$ cat src/inc/alc_pkg.sv
// ambient light level comparator: shared constants and types
// assumes a single 20 MHz clock and an on-chip converter delivering 13-bit readings
package alc_pkg;

  // clock and conversion timing
  localparam int unsigned CLK_HZ = 20000000;
  localparam int unsigned REFRESH_MS = 80;
  localparam int unsigned REFRESH_CYCLES = CLK_HZ / 1000 * REFRESH_MS;

  // register offsets
  localparam logic [7:0] OFS_OFFICE_THRESHOLD = 8'h1D;
  localparam logic [7:0] OFS_OFFICE_HYSTERESIS = 8'h1E;
  localparam logic [7:0] OFS_DARK_THRESHOLD = 8'h1F;
  localparam logic [7:0] OFS_DARK_HYSTERESIS = 8'h20;

  // values after reset
  localparam logic [7:0] RST_OFFICE_THRESHOLD = 8'h00;
  localparam logic [7:0] RST_OFFICE_HYSTERESIS = 8'h00;
  localparam logic [7:0] RST_DARK_THRESHOLD = 8'h00;
  localparam logic [7:0] RST_DARK_HYSTERESIS = 8'h00;
  localparam logic [7:0] RST_READ_DATA = 8'h00;

  // reading width and code scaling; one reading step is one dark step (0.54 uA),
  // an office step (4.3 uA) is taken as eight reading steps
  localparam int unsigned SAMPLE_W = 13;
  localparam int unsigned OFFICE_SHIFT = 3;
  localparam int unsigned DARK_SHIFT = 0;

  typedef enum logic [1:0] {
    ALC_LVL_DAYLIGHT = 2'h0,
    ALC_LVL_OFFICE = 2'h1,
    ALC_LVL_DARK = 2'h3
  } alc_level_t;

  typedef struct packed {
    logic valid;
    logic [SAMPLE_W-1:0] value;
  } alc_sample_t;

endpackage : alc_pkg

$ cat src/core/alc_hyst_cmp.sv
// one threshold comparator with hysteresis on the 13-bit light reading
// assumes thresholds are stable between readings; inputs come from the same clock
`timescale 1ns/10ps
module alc_hyst_cmp #(
  parameter int unsigned SHIFT = 0
) (
  // clock and reset
  input wire logic clk,
  input wire logic rst,
  // reading and settings
  input wire alc_pkg::alc_sample_t sample,
  input wire logic enable,
  input wire logic [7:0] threshold,
  input wire logic [7:0] hysteresis,
  // result
  output logic tripped
);

  logic next_tripped;
  logic [alc_pkg::SAMPLE_W-1:0] trip_level;
  logic [alc_pkg::SAMPLE_W-1:0] release_level;

  // sum is 9 bits at most, so even shifted by three it fits the reading width
  assign trip_level = alc_pkg::SAMPLE_W'({5'h00, threshold} << SHIFT);
  assign release_level = alc_pkg::SAMPLE_W'(({5'h00, threshold} + {5'h00, hysteresis}) << SHIFT);

  always_comb begin
    next_tripped = tripped;
    if (!enable) begin
      next_tripped = 1'b0;
    end else if (sample.valid) begin
      if (sample.value < trip_level) begin
        next_tripped = 1'b1;
      end else if (sample.value > release_level) begin
        next_tripped = 1'b0;
      end
    end
  end

  always_ff @(posedge clk or posedge rst) begin
    if (rst) begin
      tripped <= 1'b0;
    end else begin
      tripped <= next_tripped;
    end
  end

endmodule : alc_hyst_cmp

$ cat src/core/alc_level_cmp.sv
// ambient light level comparator: threshold registers, two comparators, level select
// assumes a register port driven by the on-chip serial interface and a converter pulse per reading
//
// Functional notes
// (RL1) reading below office threshold selects office level
// (RL2) office threshold is 4.3 uA per code
// (RL3) above office threshold plus hysteresis returns daylight
// (RL4) office hysteresis is 4.3 uA per code
// (RL5) software keeps office codes at most 250
// (RL6) software keeps office sum at most 250
// (RL7) reading below dark threshold selects dark level
// (RL8) dark threshold is 0.54 uA per code
// (RL9) dark level wins over office level
// (RL10) compare 13-bit reading, refreshed each 80 ms
// (RL11) leave dark above dark threshold plus hysteresis
`timescale 1ns/10ps
module alc_level_cmp (
  // clock and reset
  input wire logic clk,
  input wire logic rst,
  // register port
  input wire logic [7:0] reg_addr,
  input wire logic reg_write,
  input wire logic [7:0] reg_wdata,
  input wire logic reg_read,
  output logic [7:0] reg_rdata,
  // sensor reading and comparator enables
  input wire alc_pkg::alc_sample_t light_sensor_input,
  input wire logic office_compare_enable,
  input wire logic dark_compare_enable,
  // results
  output logic office_tripped,
  output logic dark_tripped,
  output alc_pkg::alc_level_t backlight_level
);

  logic [7:0] office_threshold;
  logic [7:0] office_hysteresis;
  logic [7:0] dark_threshold;
  logic [7:0] dark_hysteresis;
  logic [7:0] next_office_threshold;
  logic [7:0] next_office_hysteresis;
  logic [7:0] next_dark_threshold;
  logic [7:0] next_dark_hysteresis;
  logic [7:0] next_reg_rdata;
  alc_pkg::alc_level_t next_backlight_level;

  // register file; codes above 250 are stored as written, keeping them sane is software's job
  always_comb begin
    next_office_threshold = office_threshold;
    next_office_hysteresis = office_hysteresis;
    next_dark_threshold = dark_threshold;
    next_dark_hysteresis = dark_hysteresis;
    next_reg_rdata = reg_rdata;
    if (reg_write) begin
      unique case (reg_addr)
        alc_pkg::OFS_OFFICE_THRESHOLD: next_office_threshold = reg_wdata;
        alc_pkg::OFS_OFFICE_HYSTERESIS: next_office_hysteresis = reg_wdata;
        alc_pkg::OFS_DARK_THRESHOLD: next_dark_threshold = reg_wdata;
        alc_pkg::OFS_DARK_HYSTERESIS: next_dark_hysteresis = reg_wdata;
        default: ;
      endcase
    end
    if (reg_read) begin
      unique case (reg_addr)
        alc_pkg::OFS_OFFICE_THRESHOLD: next_reg_rdata = office_threshold;
        alc_pkg::OFS_OFFICE_HYSTERESIS: next_reg_rdata = office_hysteresis;
        alc_pkg::OFS_DARK_THRESHOLD: next_reg_rdata = dark_threshold;
        alc_pkg::OFS_DARK_HYSTERESIS: next_reg_rdata = dark_hysteresis;
        default: next_reg_rdata = 8'h00;
      endcase
    end
  end

  always_ff @(posedge clk or posedge rst) begin
    if (rst) begin
      office_threshold <= alc_pkg::RST_OFFICE_THRESHOLD;
      office_hysteresis <= alc_pkg::RST_OFFICE_HYSTERESIS;
      dark_threshold <= alc_pkg::RST_DARK_THRESHOLD;
      dark_hysteresis <= alc_pkg::RST_DARK_HYSTERESIS;
      reg_rdata <= alc_pkg::RST_READ_DATA;
    end else begin
      office_threshold <= next_office_threshold;
      office_hysteresis <= next_office_hysteresis;
      dark_threshold <= next_dark_threshold;
      dark_hysteresis <= next_dark_hysteresis;
      reg_rdata <= next_reg_rdata;
    end
  end

  // office codes scale by eight into reading steps; judged only on a fresh reading
  alc_hyst_cmp #(
    .SHIFT(alc_pkg::OFFICE_SHIFT)
  ) u_office_cmp (
    .clk(clk),
    .rst(rst),
    .sample(light_sensor_input), // [RL1] [RL2] [RL3] [RL4] [RL10]
    .enable(office_compare_enable),
    .threshold(office_threshold),
    .hysteresis(office_hysteresis),
    .tripped(office_tripped)
  );

  // dark codes are already in reading steps
  alc_hyst_cmp #(
    .SHIFT(alc_pkg::DARK_SHIFT)
  ) u_dark_cmp (
    .clk(clk),
    .rst(rst),
    .sample(light_sensor_input), // [RL7] [RL8] [RL10] [RL11]
    .enable(dark_compare_enable),
    .threshold(dark_threshold),
    .hysteresis(dark_hysteresis),
    .tripped(dark_tripped)
  );

  // level follows the comparators one cycle later, so it is always a clean register
  always_comb begin
    if (dark_tripped) begin
      next_backlight_level = alc_pkg::ALC_LVL_DARK; // [RL9]
    end else if (office_tripped) begin
      next_backlight_level = alc_pkg::ALC_LVL_OFFICE;
    end else begin
      next_backlight_level = alc_pkg::ALC_LVL_DAYLIGHT;
    end
  end

  always_ff @(posedge clk or posedge rst) begin
    if (rst) begin
      backlight_level <= alc_pkg::ALC_LVL_DAYLIGHT;
    end else begin
      backlight_level <= next_backlight_level;
    end
  end

  // checks
  logic [12:0] office_trip_s;
  logic [12:0] office_rel_s;
  logic [12:0] dark_rel_s;
  assign office_trip_s = {2'h0, office_threshold, 3'h0};
  assign office_rel_s = {1'h0, ({1'h0, office_threshold} + {1'h0, office_hysteresis}), 3'h0};
  assign dark_rel_s = {4'h0, ({1'h0, dark_threshold} + {1'h0, dark_hysteresis})};
endmodule : alc_level_cmp

$ cat config.mk
export PLATFORM = sky130hd
export DESIGN_NAME = alc_level_cmp
export DESIGN_NICKNAME = d
export VERILOG_FILES = /design/src/inc/alc_pkg.sv /design/src/core/alc_hyst_cmp.sv /design/src/core/alc_level_cmp.sv
export SDC_FILE = /design/constraint.sdc
export NUM_CORES = 1
export LEC_CHECK = 0
export ABC_AREA = 1
export BUFFER_PORTS_ARGS = -buffer_cell sky130_fd_sc_hd__buf_2
export CORE_AREA = 2 2 83 85
export DETAILED_ROUTE_END_ITERATION = 8
export DIE_AREA = 0 0 85 87
export PLACE_DENSITY = 0.84
export SLEW_MARGIN = 20
export SYNTH_ARGS = -nofsm -noshare
export SYNTH_HDL_FRONTEND = slang
export SYNTH_SLANG_ARGS = --single-unit
$ cat constraint.sdc
create_clock -name clk -period 4.3 [get_ports clk]
set_clock_uncertainty 0.05 [all_clocks]
set_input_delay 0.215 -clock clk [delete_from_list [all_inputs] [get_ports clk]]
set_output_delay 0.215 -clock clk [all_outputs]
set_load 0.005 [all_outputs]
==> summary.md, run 1 <==
| Metric | Value |
|---|---|
| Status | finished with violations |
| Failing checks | hold timing |
| Maximum VDD drop | between 0.15 and 0.2 mV |
| CP required | 4.50 ns |
| Cell accounting for the most synthesized area | dfrtp_1 |
| Avg Vias per Cell | around 5.5 |
| Clock latency on the worst-skew pair | roughly 0.31 ns |
| CTS Hold Buffers Added | 0 |
| PwrDens | 270 mW/mm^2 |
| CTS tree | done |
| CTS max path bufs | 2 |
| Crit Path Category | flip-flop to flip-flop |
| DRC viols | 0 |
| CTS buffer count | 5 |
| Post-synth top area share | 0.320 |
| RSZ-0062 raised after global routing | no |
| CP endpoint kind | flip-flop |
| Final ANT Viol Nets | 0 |
| Final hold violations | 10 |
| Min Hold Slack | -0.00816 ns |
| Post-layout util | 0.589 |
| DRT Pass-1 Iters | 5 |
| Startpoint Class | flip-flop |
| Share of layout cells above drive strength 1 | 0.159 |
| Via count | around 3,200 |
| Die width | roughly 85 microns |
| Worst min path class | input port to asynchronous set/reset pin |
| Cell leakage power | between 2 and 2.5 nW |
| Mapped cell area | between 0.003 and 0.004 sq mm |
| DR WL met2 | between 4 and 5 mm |
| Avg Cell Area, Syn | 7.55 sq um |
| Synth top cells by count | nand2_1 (145), inv_1 (54), ha_1 (48), dfrtp_1 (44), a21oi_1 (25) |
| Core Box Area | roughly 0.0066 sq mm |
| GPL Wtd Cong | ~0.93 |
| Number of global-route vias before repair | between 3,000 and 4,000 |
| Post-cts sizing count | 0 |
| Top sig layer | met4 |
| #FFs+latches synth | 44 |
| Final worst path period share | 0.683 |
| H-tree Lvls | 2 |
| Top-Level Pins | 48 |
| WL/cell | between 10 and 15 microns |
| Total power | about 1.0 mW |
| Mapped Nets | approximately 540 |
| Maxcap violations | 0 |
| Worst slack at placement | between 1 and 1.5 ns |
| Dpl hpwl | around 6.8 mm |
| Part of the Yosys area used for sequential elements | 0.320 |
| Metal-1 WL | 3.58 mm |
| Gr usage total | 0.241 |
| Slew Limit Headroom | 0.602 |
| Fmax | between 0.3 and 0.4 GHz |
| Port Buf Inserts | 47 |
| Die area | 0.00740 sq mm |
| Worst Path Max Fanout | 4 |
| Met3 WL post-DR | between 400 and 500 microns |
| Row Count | 30 |
| Netlist cell types | 35 |
| Chip height | 87 microns |
| Synth top area cells | dfrtp_1 (32%), ha_1 (17%), nand2_1 (16%) |
| Worst path arrival time | about 3.1 ns |
| Post-layout nets | a little under 600 |
| Post-CTS Setup Bufs | 0 |
| Clock-pin slew on the worst setup and hold paths | roughly 0.09 ns |
| Ys flop type | dfrtp_1 |
| Worst setup margin | about 1.4 ns |
| Slew Limit Fails | 0 |
| Initial antenna violation count | 0 |
| Mapped Cells | about 460 |
| First-pass GRT wire length | approximately 14 mm |
| Largest net degree at the start of global routing | 45 |
| Final WL | between 8 and 9 mm |
| Total gr overflow | 0 |
| Initial core utilization | 0.524 |
| DRT iter0 DRCs | 281 |
| Worst slew pin tran | 0.596 ns |
| Async set-reset flop share out of synthesis | 1.00 |
| Final setup fails | 0 |
| Setup TNS | 0 ns |
| Area Growth Syn to Fin | 12.5% |
| Clk sinks | 44 |
| Most common cell in the netlist | nand2_1 |
| Root buffer cell | clkbuf_8 |
| Synth warn | 0 |
| Tmin final | roughly 3 ns |
| ANT cells | 0 |
| Post-synth EDFFs | 0 |
per-layer routing:
metal | vias to the layer above | global-route usage
li1 | 1595 | -
met1 | 1500 | 0.294
met2 | 96 | 0.430
met3 | 23 | 0.0502
met4 | 0 | 0.0707
met5 | - | 0
state kept, by name, summed over array words and instances, names as in the netlist:
name / flops
u_office_cmp.tripped: 1
u_dark_cmp.tripped: 1
dark_hysteresis: 8
backlight_level: 2
office_hysteresis: 8
dark_threshold: 8
reg_rdata: 8
office_threshold: 8
logic make-up after synthesis:
group	after synthesis	synth area share
buf+inv	64	0.0738
simple gates	213	0.272
compound gates	73	0.118
xor+xnor	12	0.0305
fa+ha+maj	50	0.186
flops	44	0.320
report_power, final:
group | leakage [nW] | switching, mW | internal [mW]
sequential | 0.577 | 0.0188 | 0.431
combinational | 1.47 | 0.156 | 0.104
clock | 0.0548 | 0.160 | 0.175
total | 2.10 | 0.334 | 0.710
cells in the final DEF (no fill, tap or decap), drive strengths merged, types with 9 or more instances in the layout:
master and instances:
o21ai 43, dfrtp 44, buf 48, a21oi 25, inv 60, nand3 21
nand4 9, ha 48, nand2 151, nor2 22
final cells by class:
cell class                 count  area (sq um)
clock buffer                   5          68.8
clock inverter                 3          46.3
fill                         573          2700
inverter                      60           225
multi-input combinational    348          2090
sequential                    44          1100
tap                           80           100
timing repair buffer          48           243
final timing paths:
check                           slack (ns)  cells after the start              endpoint                  start
worst min register to register        0.37                      0    backlight_level[1]     u_dark_cmp.tripped
worst min-delay path                -0.008                      3   office_threshold[6]                    rst
worst max register to register        1.37                     17  u_office_cmp.tripped    office_threshold[0]
min in group clk                      0.04                      3  u_office_cmp.tripped  office_compare_enable
max in group asynchronous             3.82                      3  office_hysteresis[2]                    rst
worst max-delay path                  1.37                     17  u_office_cmp.tripped    office_threshold[0]
metrics by stage:
step | std cells | area, sq um
5_1_grt | 588 | 3870
3_3_place_gp | 580 | 3760
2_1_floorplan | 456 | 3440
4_1_cts | 588 | 3870
6_report | 588 | 3870
3_5_place_dp | 580 | 3760
critical path, cell delays in order, from the launching register on:
cell     delay, ns
dfrtp_1       0.43
ha_1          0.25
fa_1          0.42
nand3_1       0.10
nand3_1       0.12
nand2_1       0.09
nand2_1       0.07
a21oi_1       0.15
xor2_1        0.10
ha_1          0.28
inv_1         0.04
nor3_1        0.32
nand3_1       0.12
nand2_1       0.08
inv_1         0.04
nand2_1       0.05
nand2_1       0.05
a21oi_1       0.11
Note: power is estimated with default switching activity, not from simulation.
==> run 2: changes to the inputs <==
--- a/config.mk
+++ b/config.mk
@@ -5,11 +5,11 @@
 export SDC_FILE = /design/constraint.sdc
 export NUM_CORES = 1
 export LEC_CHECK = 0
-export ABC_AREA = 1
+export ABC_AREA = 0
 export BUFFER_PORTS_ARGS = -buffer_cell sky130_fd_sc_hd__buf_2
-export CORE_AREA = 2 2 83 85
+export CORE_AREA = 2 2 82 84
 export DETAILED_ROUTE_END_ITERATION = 8
-export DIE_AREA = 0 0 85 87
+export DIE_AREA = 0 0 84 86
 export PLACE_DENSITY = 0.84
 export SLEW_MARGIN = 20
 export SYNTH_ARGS = -nofsm -noshare
==> constraint.sdc (replaced) <==
create_clock -name clk -period 3.05 [get_ports clk]
set_clock_uncertainty 0.05 [all_clocks]
set_input_delay 0.1525 -clock clk [delete_from_list [all_inputs] [get_ports clk]]
set_output_delay 0.1525 -clock clk [all_outputs]
set_load 0.005 [all_outputs]
==> run 2 against run 1 <==
Against the previous run:
- the flow now finishes without violations
- via count decreased by 14%
- total power increased by 32%
- sequential power increased by 40%
- clock-buffer cell count increased by 1
==> summary.md, run 2 <==
| Metric | Value |
|---|---|
| Part of the Yosys area used for sequential elements | 0.328 (+0.00860) |
| Final setup fails | 0 (unchanged) |
| Mapped cell area | 0.00335 sq mm (-2.6%) |
| Reg-to-reg slack, setup | 0.17 ns (-1.20 ns) |
| Most common cell in the netlist | ha_1 |
| CP required | 3.23 ns (-1.27 ns) |
| ANT cells | 0 (unchanged) |
| Netlist cell types | 47 (+34%) |
| Min-delay src | dark_compare_enable |
| Setup TNS | 0 ns (unchanged) |
| GPL Wtd Cong | 0.910 (-1.6%) |
| WL/cell | 18.0 microns (+23%) |
| Crit Path Category | flip-flop to flip-flop |
| Post-synth EDFFs | 0 (unchanged) |
| Die width | 84 microns (-1.2%) |
| Worst Path Max Fanout | 4 (unchanged) |
| Cell accounting for the most synthesized area | dfrtp_1 |
| Top-Level Pins | 48 (unchanged) |
| #FFs+latches synth | 44 (unchanged) |
| Clock-pin slew on the worst setup and hold paths | 0.09 ns (about the same) |
| Synth top area cells | dfrtp_1 (33%), ha_1 (18%), mux2_2 (8.1%) |
| Seq. cell area | 0.00110 sq mm (unchanged) |
| Core Box Area | 0.00628 sq mm (-4.4%) |
| CP Buf/Inv Count | 0 (-2) |
| Die area | 0.00722 sq mm (-2.3%) |
| Final hold violations | 0 (-10) |
| Slew Limit Fails | 0 (unchanged) |
| Post-layout nets | 463 (-22%) |
| Slew Limit Headroom | 0.483 (-0.119) |
| Maxcap violations | 0 (unchanged) |
| DRT iter0 DRCs | 203 (-28%) |
| Gr usage total | 0.232 (-0.00905) |
| CTS tree | done |
| Crit path largest cell delay | 0.42 ns (about the same) |
| Synth top cells by count | ha_1 (48), dfrtp_1 (44), inv_1 (34), mux2_2 (24), a21oi_1 (22) |
| Number of global-route vias before repair | 2,802 (-9.2%) |
| Worst min path class | input port to flip-flop |
| Tmin final | 2.88 ns (-0.0505 ns) |
| Cell leakage power | 1.86 nW (-12%) |
| Fmax | 0.347 GHz (+1.8%) |
| Largest net degree at the start of global routing | 45 (unchanged) |
| Commonest cells after routing, fill and taps aside | buf_2 (47), ha_1 (46), dfrtp_1 (44) |
| Worst setup margin | 0.165 ns (-1.20 ns) |
| Min-Delay Path Depth | 3 |
| DRT Pass-1 Iters | 4 (-1) |
| Async set-reset flop share out of synthesis | 1.00 (unchanged) |
| CTS max path bufs | 2 (unchanged) |
| Register-to-Register Path Depth | 10 (-7) |
| Worst slack at placement | -0.0785 ns (-1.51 ns) |
| CP max-delay cell | dfrtp_1 |
| Clk sinks | 44 (unchanged) |
| Via count | 2,758 (-14%) |
| Family with the most delay on the worst path | compound AO/OA/AOI/OAI gates |
| PwrDens | 358 mW/mm^2 (+33%) |
| Initial antenna violation count | 0 (unchanged) |
| Synth warn | 0 (unchanged) |
| RSZ-0062 raised after global routing | no |
| Post-CTS Setup Bufs | 0 (unchanged) |
| CP Cell Sequence | ha_2, fa_2, a21o_1, a21oi_4, o21ai_0, a221oi_1, ha_1, a2111oi_1, o21ai_1, o211ai_1 |
| Final worst path period share | 0.946 (+0.263) |
| Commonest non-fill, non-tap cell in the layout | buf_2 |
| Clock latency on the worst-skew pair | 0.31 ns (about the same) |
| Fillcell total | 515 (-10%) |
| CTS buffer count | 5 (unchanged) |
| Share of layout cells above drive strength 1 | 0.286 (+0.126) |
| Avg Cell Area, Syn | 10.3 sq um (+37%) |
| Avg Vias per Cell | 6.06 (+11%) |
| Startpoint Class | flip-flop |
| Area Growth Syn to Fin | 14.8% |
| Status | finished clean |
| CP endpoint kind | flip-flop |
| Chip height | 86 microns (-1.1%) |
| Final WL | 8.18 mm (-4.7%) |
| DRC viols | 0 (unchanged) |
| Maximum VDD drop | 0.305 mV (+53%) |
| Dpl hpwl | 6.25 mm (-8.0%) |
| Row Count | 29 (-3.3%) |
| Port Buf Inserts | 47 (unchanged) |
| Root buffer cell | clkbuf_8 |
| Post-synth top area share | 0.328 (+0.00860) |
| H-tree Lvls | 2 (unchanged) |
| Worst R2R End | u_office_cmp.tripped |
| Mapped Cells | 325 (-29%) |
| First-pass GRT wire length | 13.3 mm (-5.5%) |
| Worst path arrival time | 3.06 ns (-0.07 ns) |
| Total gr overflow | 0 (unchanged) |
| Multi-input gate area | 0.00214 sq mm (+2.6%) |
| Initial core utilization | 0.534 (+0.00998) |
| Reg-to-Reg Start | office_threshold[0] |
| Ys flop type | dfrtp_1 |
| Worst slew pin tran | 0.771 ns (+0.175 ns) |
| Mapped Nets | 411 (-24%) |
| Final ANT Viol Nets | 0 (unchanged) |
| Worst-case hold path end point | u_dark_cmp.tripped |
[run 2: cell count changes after synthesis, moves of 8 or more]
cell     delta
mux2_4      +8
o21ai_1    -19
o21ai_2     -8
mux2_2     +24
o22ai_1    +10
mux2i_1     +8
inv_1      -20
nand3_1    -17
nand2_1   -135
[run 2: repair_timing]
| item | CTS | global route |
|---|---|---|
| setup endpoints to repair | 2 | 2 |
| endpoints found under the hold margin | 44 | 0 |
| hold buffers | 1 | 0 |
| pin swaps | 0 | 2 |
| resized for setup | 2 | 12 |
[run 2: layout make-up]
cell class	instances	area share
repair buffers	50	0.0676
clock buffers	6	0.0215
clock inverters	2	0.0101
flip-flops and latches	44	0.286
multi-input cells	242	0.556
well taps	77	0.0250
inverters	34	0.0332
[run 2: kinds of logic after synthesis]
logic type                 after synthesis  synth area share
AOI/OAI and AO/OA                       85             0.165
xor gates and xnor gates                12            0.0314
adders and majority gates               50             0.191
buffers and inverters                   39            0.0467
DFF                                     44             0.328
muxes                                   40             0.140
and+or+nand+nor                         55            0.0971
[run 2: layer usage]
| metal | vias up | GRT usage | share of wire |
|---|---|---|---|
| li1 | 1302 | - | - |
| met1 | 1356 | 0.281 | 0.43 |
| met2 | 83 | 0.415 | 0.51 |
| met3 | 17 | 0.0462 | 0.043 |
| met4 | 0 | 0.0762 | 0.025 |
| met5 | - | 0 | 0 |
[run 2: worst max path at each step]
stage / end / start / cells after the start
after floorplan: u_dark_cmp.tripped / dark_threshold[0] / 13
after global placement: u_office_cmp.tripped / office_threshold[0] / 12
after detailed placement: u_office_cmp.tripped / office_threshold[0] / 10
after CTS: u_office_cmp.tripped / office_threshold[0] / 10
after global routing: u_office_cmp.tripped / office_threshold[0] / 12
final: u_office_cmp.tripped / office_threshold[0] / 10
[run 2: through the flow]
stage	std cells	instance area (sq um)	hold slack, ns	utilization	power, mW
floorplan	325	3350	0.251	-	0.796
global placement	446	3670	0.268	0.585	0.876
detailed placement	446	3670	0.276	0.585	0.890
CTS	455	3810	0.0548	0.607	1.37
global route	455	3850	0.0602	0.613	1.44
finish	455	3850	0.0562	0.613	1.38
[run 2: power breakdown]
group	leakage (nW)	internal (mW)	switching [mW]	total, mW
combinational	1.19	0.119	0.143	0.262
clock	0.0614	0.268	0.216	0.484
sequential	0.609	0.604	0.0284	0.632
[run 2: worst min-delay path: cells and delay by family]
family / cells / cell delay (ns)
buffers and inverters: 1 / 0.10
AOI/OAI and AO/OA: 1 / 0.07
and+or+nand+nor: 1 / 0.06
==> run 3: changes to the inputs <==
--- a/config.mk
+++ b/config.mk
@@ -10,6 +10,7 @@
 export CORE_AREA = 2 2 82 84
 export DETAILED_ROUTE_END_ITERATION = 8
 export DIE_AREA = 0 0 84 86
+export HOLD_SLACK_MARGIN = 0.1
 export PLACE_DENSITY = 0.84
 export SLEW_MARGIN = 20
 export SYNTH_ARGS = -nofsm -noshare
==> constraint.sdc (replaced) <==
create_clock -name clk -period 3.05 [get_ports clk]
set_clock_uncertainty 0.05 [all_clocks]
set_input_delay 0.4575 -clock clk [delete_from_list [all_inputs] [get_ports clk]]
set_output_delay 0.4575 -clock clk [all_outputs]
set_load 0.005 [all_outputs]
==> run 3 against run 2 <==
Against the previous run:
- via count fell by 2.0%
- largest cell class unchanged
- maximum frequency decreased by 1.3%
- sequential share of layout area about the same
- register-to-register slack worse by 0.04 ns
- highest routed layer unchanged
- routed wire length shrank 2.6%
==> summary.md, run 3 (synthesis gave the netlist of run 2 again) <==
| Metric | Value |
|---|---|
| CP required | 3.23 ns (about the same) |
| Gr usage total | 0.225 (-0.00657) |
| Initial antenna violation count | 0 (unchanged) |
| Maxcap violations | 0 (unchanged) |
| Cell-internal power | 0.989 mW (-0.14%) |
| Final ANT Viol Nets | 0 (unchanged) |
| P_sw | 0.383 mW (-1.2%) |
| Worst min path class | input port to asynchronous set/reset pin |
| Slew Limit Fails | 0 (unchanged) |
| Avg Vias per Cell | 5.91 (-2.5%) |
| Met3 usage | 0.0375 (-0.00866) |
| Slew Limit Headroom | 0.586 (+0.103) |
| Worst path arrival time | 3.10 ns (+0.04 ns) |
| Met1 Usage GRT | 0.281 (about the same) |
| Final WL | 7.97 mm (-2.6%) |
| Share of layout cells above drive strength 1 | 0.284 (-0.00150) |
| Post-layout util | 0.612 (about the same) |
| Sequential share of power | 0.460 (about the same) |
| Port Buf Inserts | 47 (unchanged) |
| Number of global-route vias before repair | 2,793 (-0.32%) |
| GPL Wtd Cong | 0.937 (+2.9%) |
| Fillcell total | 514 (-0.19%) |
| Multi-input gate area | 0.00212 sq mm (-0.76%) |
| Commonest cells after routing, fill and taps aside | ha_1 (47), buf_2 (47), dfrtp_1 (44) |
| Setup TNS | 0 ns (unchanged) |
| Largest net degree at the start of global routing | 31 (-31%) |
| First-pass GRT wire length | 13.1 mm (-1.8%) |
| Top-Level Pins | 48 (unchanged) |
| WL/cell | 17.4 microns (-3.0%) |
| Row Count | 29 (unchanged) |
| CTS buffer count | 5 (unchanged) |
| Dpl hpwl | 6.30 mm (+0.83%) |
| CTS max path bufs | 2 (unchanged) |
| RSZ-0062 raised after global routing | no |
| Via count | 2,702 (-2.0%) |
| Post-CTS Setup Bufs | 0 (unchanged) |
| Final hold violations | 0 (unchanged) |
| Startpoint Class | flip-flop |
| Clock latency on the worst-skew pair | 0.31 ns (about the same) |
| Chip height | 86 microns (unchanged) |
| Status | finished clean |
| Seq. cell area | 0.00110 sq mm (unchanged) |
| DRT Pass-1 Iters | 4 (unchanged) |
| CTS tree | done |
| Post-layout nets | 465 (+0.43%) |
| Crit Path Category | flip-flop to flip-flop |
| Total gr overflow | 0 (unchanged) |
| Worst R2R End | u_office_cmp.tripped |
| Met2 usage | 0.410 (-0.00509) |
| Die area | 0.00722 sq mm (unchanged) |
| Logic pwr share | 0.186 (-0.004) |
| Maximum VDD drop | 0.236 mV (-23%) |
| Clk sinks | 44 (unchanged) |
| DRT iter0 DRCs | 136 (-33%) |
| Root buffer cell | clkbuf_8 |
| Reg-to-reg slack, setup | 0.13 ns (-0.04 ns) |
| ANT cells | 0 (unchanged) |
| Core Box Area | 0.00628 sq mm (unchanged) |
| Cell leakage power | 1.88 nW (+0.88%) |
| Worst Path Max Fanout | 5 (+1) |
| Final worst path period share | 0.958 (+0.0122) |
| Initial core utilization | 0.534 (unchanged) |
| DRC viols | 0 (unchanged) |
| H-tree Lvls | 2 (unchanged) |
| PwrDens | 357 mW/mm^2 (-0.33%) |
| Tmin final | 2.92 ns (+0.0374 ns) |
| Area Growth Syn to Fin | 14.7% (about the same) |
| Layer with the highest usage | met2 |
| Sw Ratio | 0.279 (-0.00206) |
| Worst slew pin tran | 0.619 ns (-0.152 ns) |
| Die width | 84 microns (unchanged) |
| CP endpoint kind | flip-flop |
| Fmax | 0.342 GHz (-1.3%) |
| Register-to-Register Path Depth | 11 (+1) |
| Clock-pin slew on the worst setup and hold paths | 0.09 ns (about the same) |
| Reg-to-Reg Start | office_threshold[1] |
| Clk pwr share | 0.353 (+0.002) |
| Final setup fails | 0 (unchanged) |
-- run 3: repair_timing --
action,CTS,global route
resized for setup,1,7
pin swaps,0,4
endpoints found under the setup margin,1,2
hold buffers,0,0
-- run 3: power groups by stage --
stage / registers [mW] / logic, mW / clock network (mW)
after floorplan: 0.631 / 0.165 / 0
after global placement: 0.641 / 0.236 / 0
after detailed placement: 0.642 / 0.249 / 0
after CTS: 0.631 / 0.251 / 0.488
after global routing: 0.634 / 0.290 / 0.506
final: 0.631 / 0.256 / 0.485
-- run 3: critical path, cell delays in order, from the launching register on --
cell	delay, ns
dfrtp_1	0.47
ha_1	0.36
a211oi_2	0.24
o21bai_1	0.16
a21boi_0	0.26
o21bai_1	0.12
xnor2_1	0.14
ha_1	0.29
a21o_1	0.16
a2111oi_0	0.36
o21ai_1	0.13
o211ai_1	0.11
-- run 3: final cells by class --
class / instances / share of cell area
inverters: 34 / 0.0332
clock buffers: 6 / 0.0215
repair buffers: 52 / 0.0710
clock inverters: 2 / 0.0101
flip-flops and latches: 44 / 0.286
multi-input cells: 242 / 0.553
well taps: 77 / 0.0251
-- run 3: worst max path at each step --
stage	from	to	slack, ns	cells past startpoint
after floorplan	dark_threshold[0]	u_dark_cmp.tripped	0.24	13
after global placement	office_threshold[0]	u_office_cmp.tripped	0.12	12
after detailed placement	office_threshold[0]	u_office_cmp.tripped	0.02	12
after CTS	dark_threshold[0]	u_dark_cmp.tripped	0.03	13
after global routing	office_threshold[1]	u_office_cmp.tripped	0.008	11
final	office_threshold[1]	u_office_cmp.tripped	0.13	11
-- run 3: metal layers --
metal  up-vias  share of wire
met5         -              0
met4         0          0.011
met3        11          0.042
met2        62           0.52
met1      1324           0.43
li1       1305              -
-- run 3: stage by stage --
stage               power (mW)  cells  worst slack (ns)  instance area [sq um]  hold slack (ns)
global route              1.43    457           0.00811                   3840            0.226
floorplan                0.796    325             0.236                   3350            0.358
CTS                       1.37    457            0.0315                   3820            0.240
detailed placement       0.891    449            0.0181                   3690            0.359
global placement         0.876    449             0.123                   3690            0.351
finish                    1.37    457             0.128                   3840            0.167
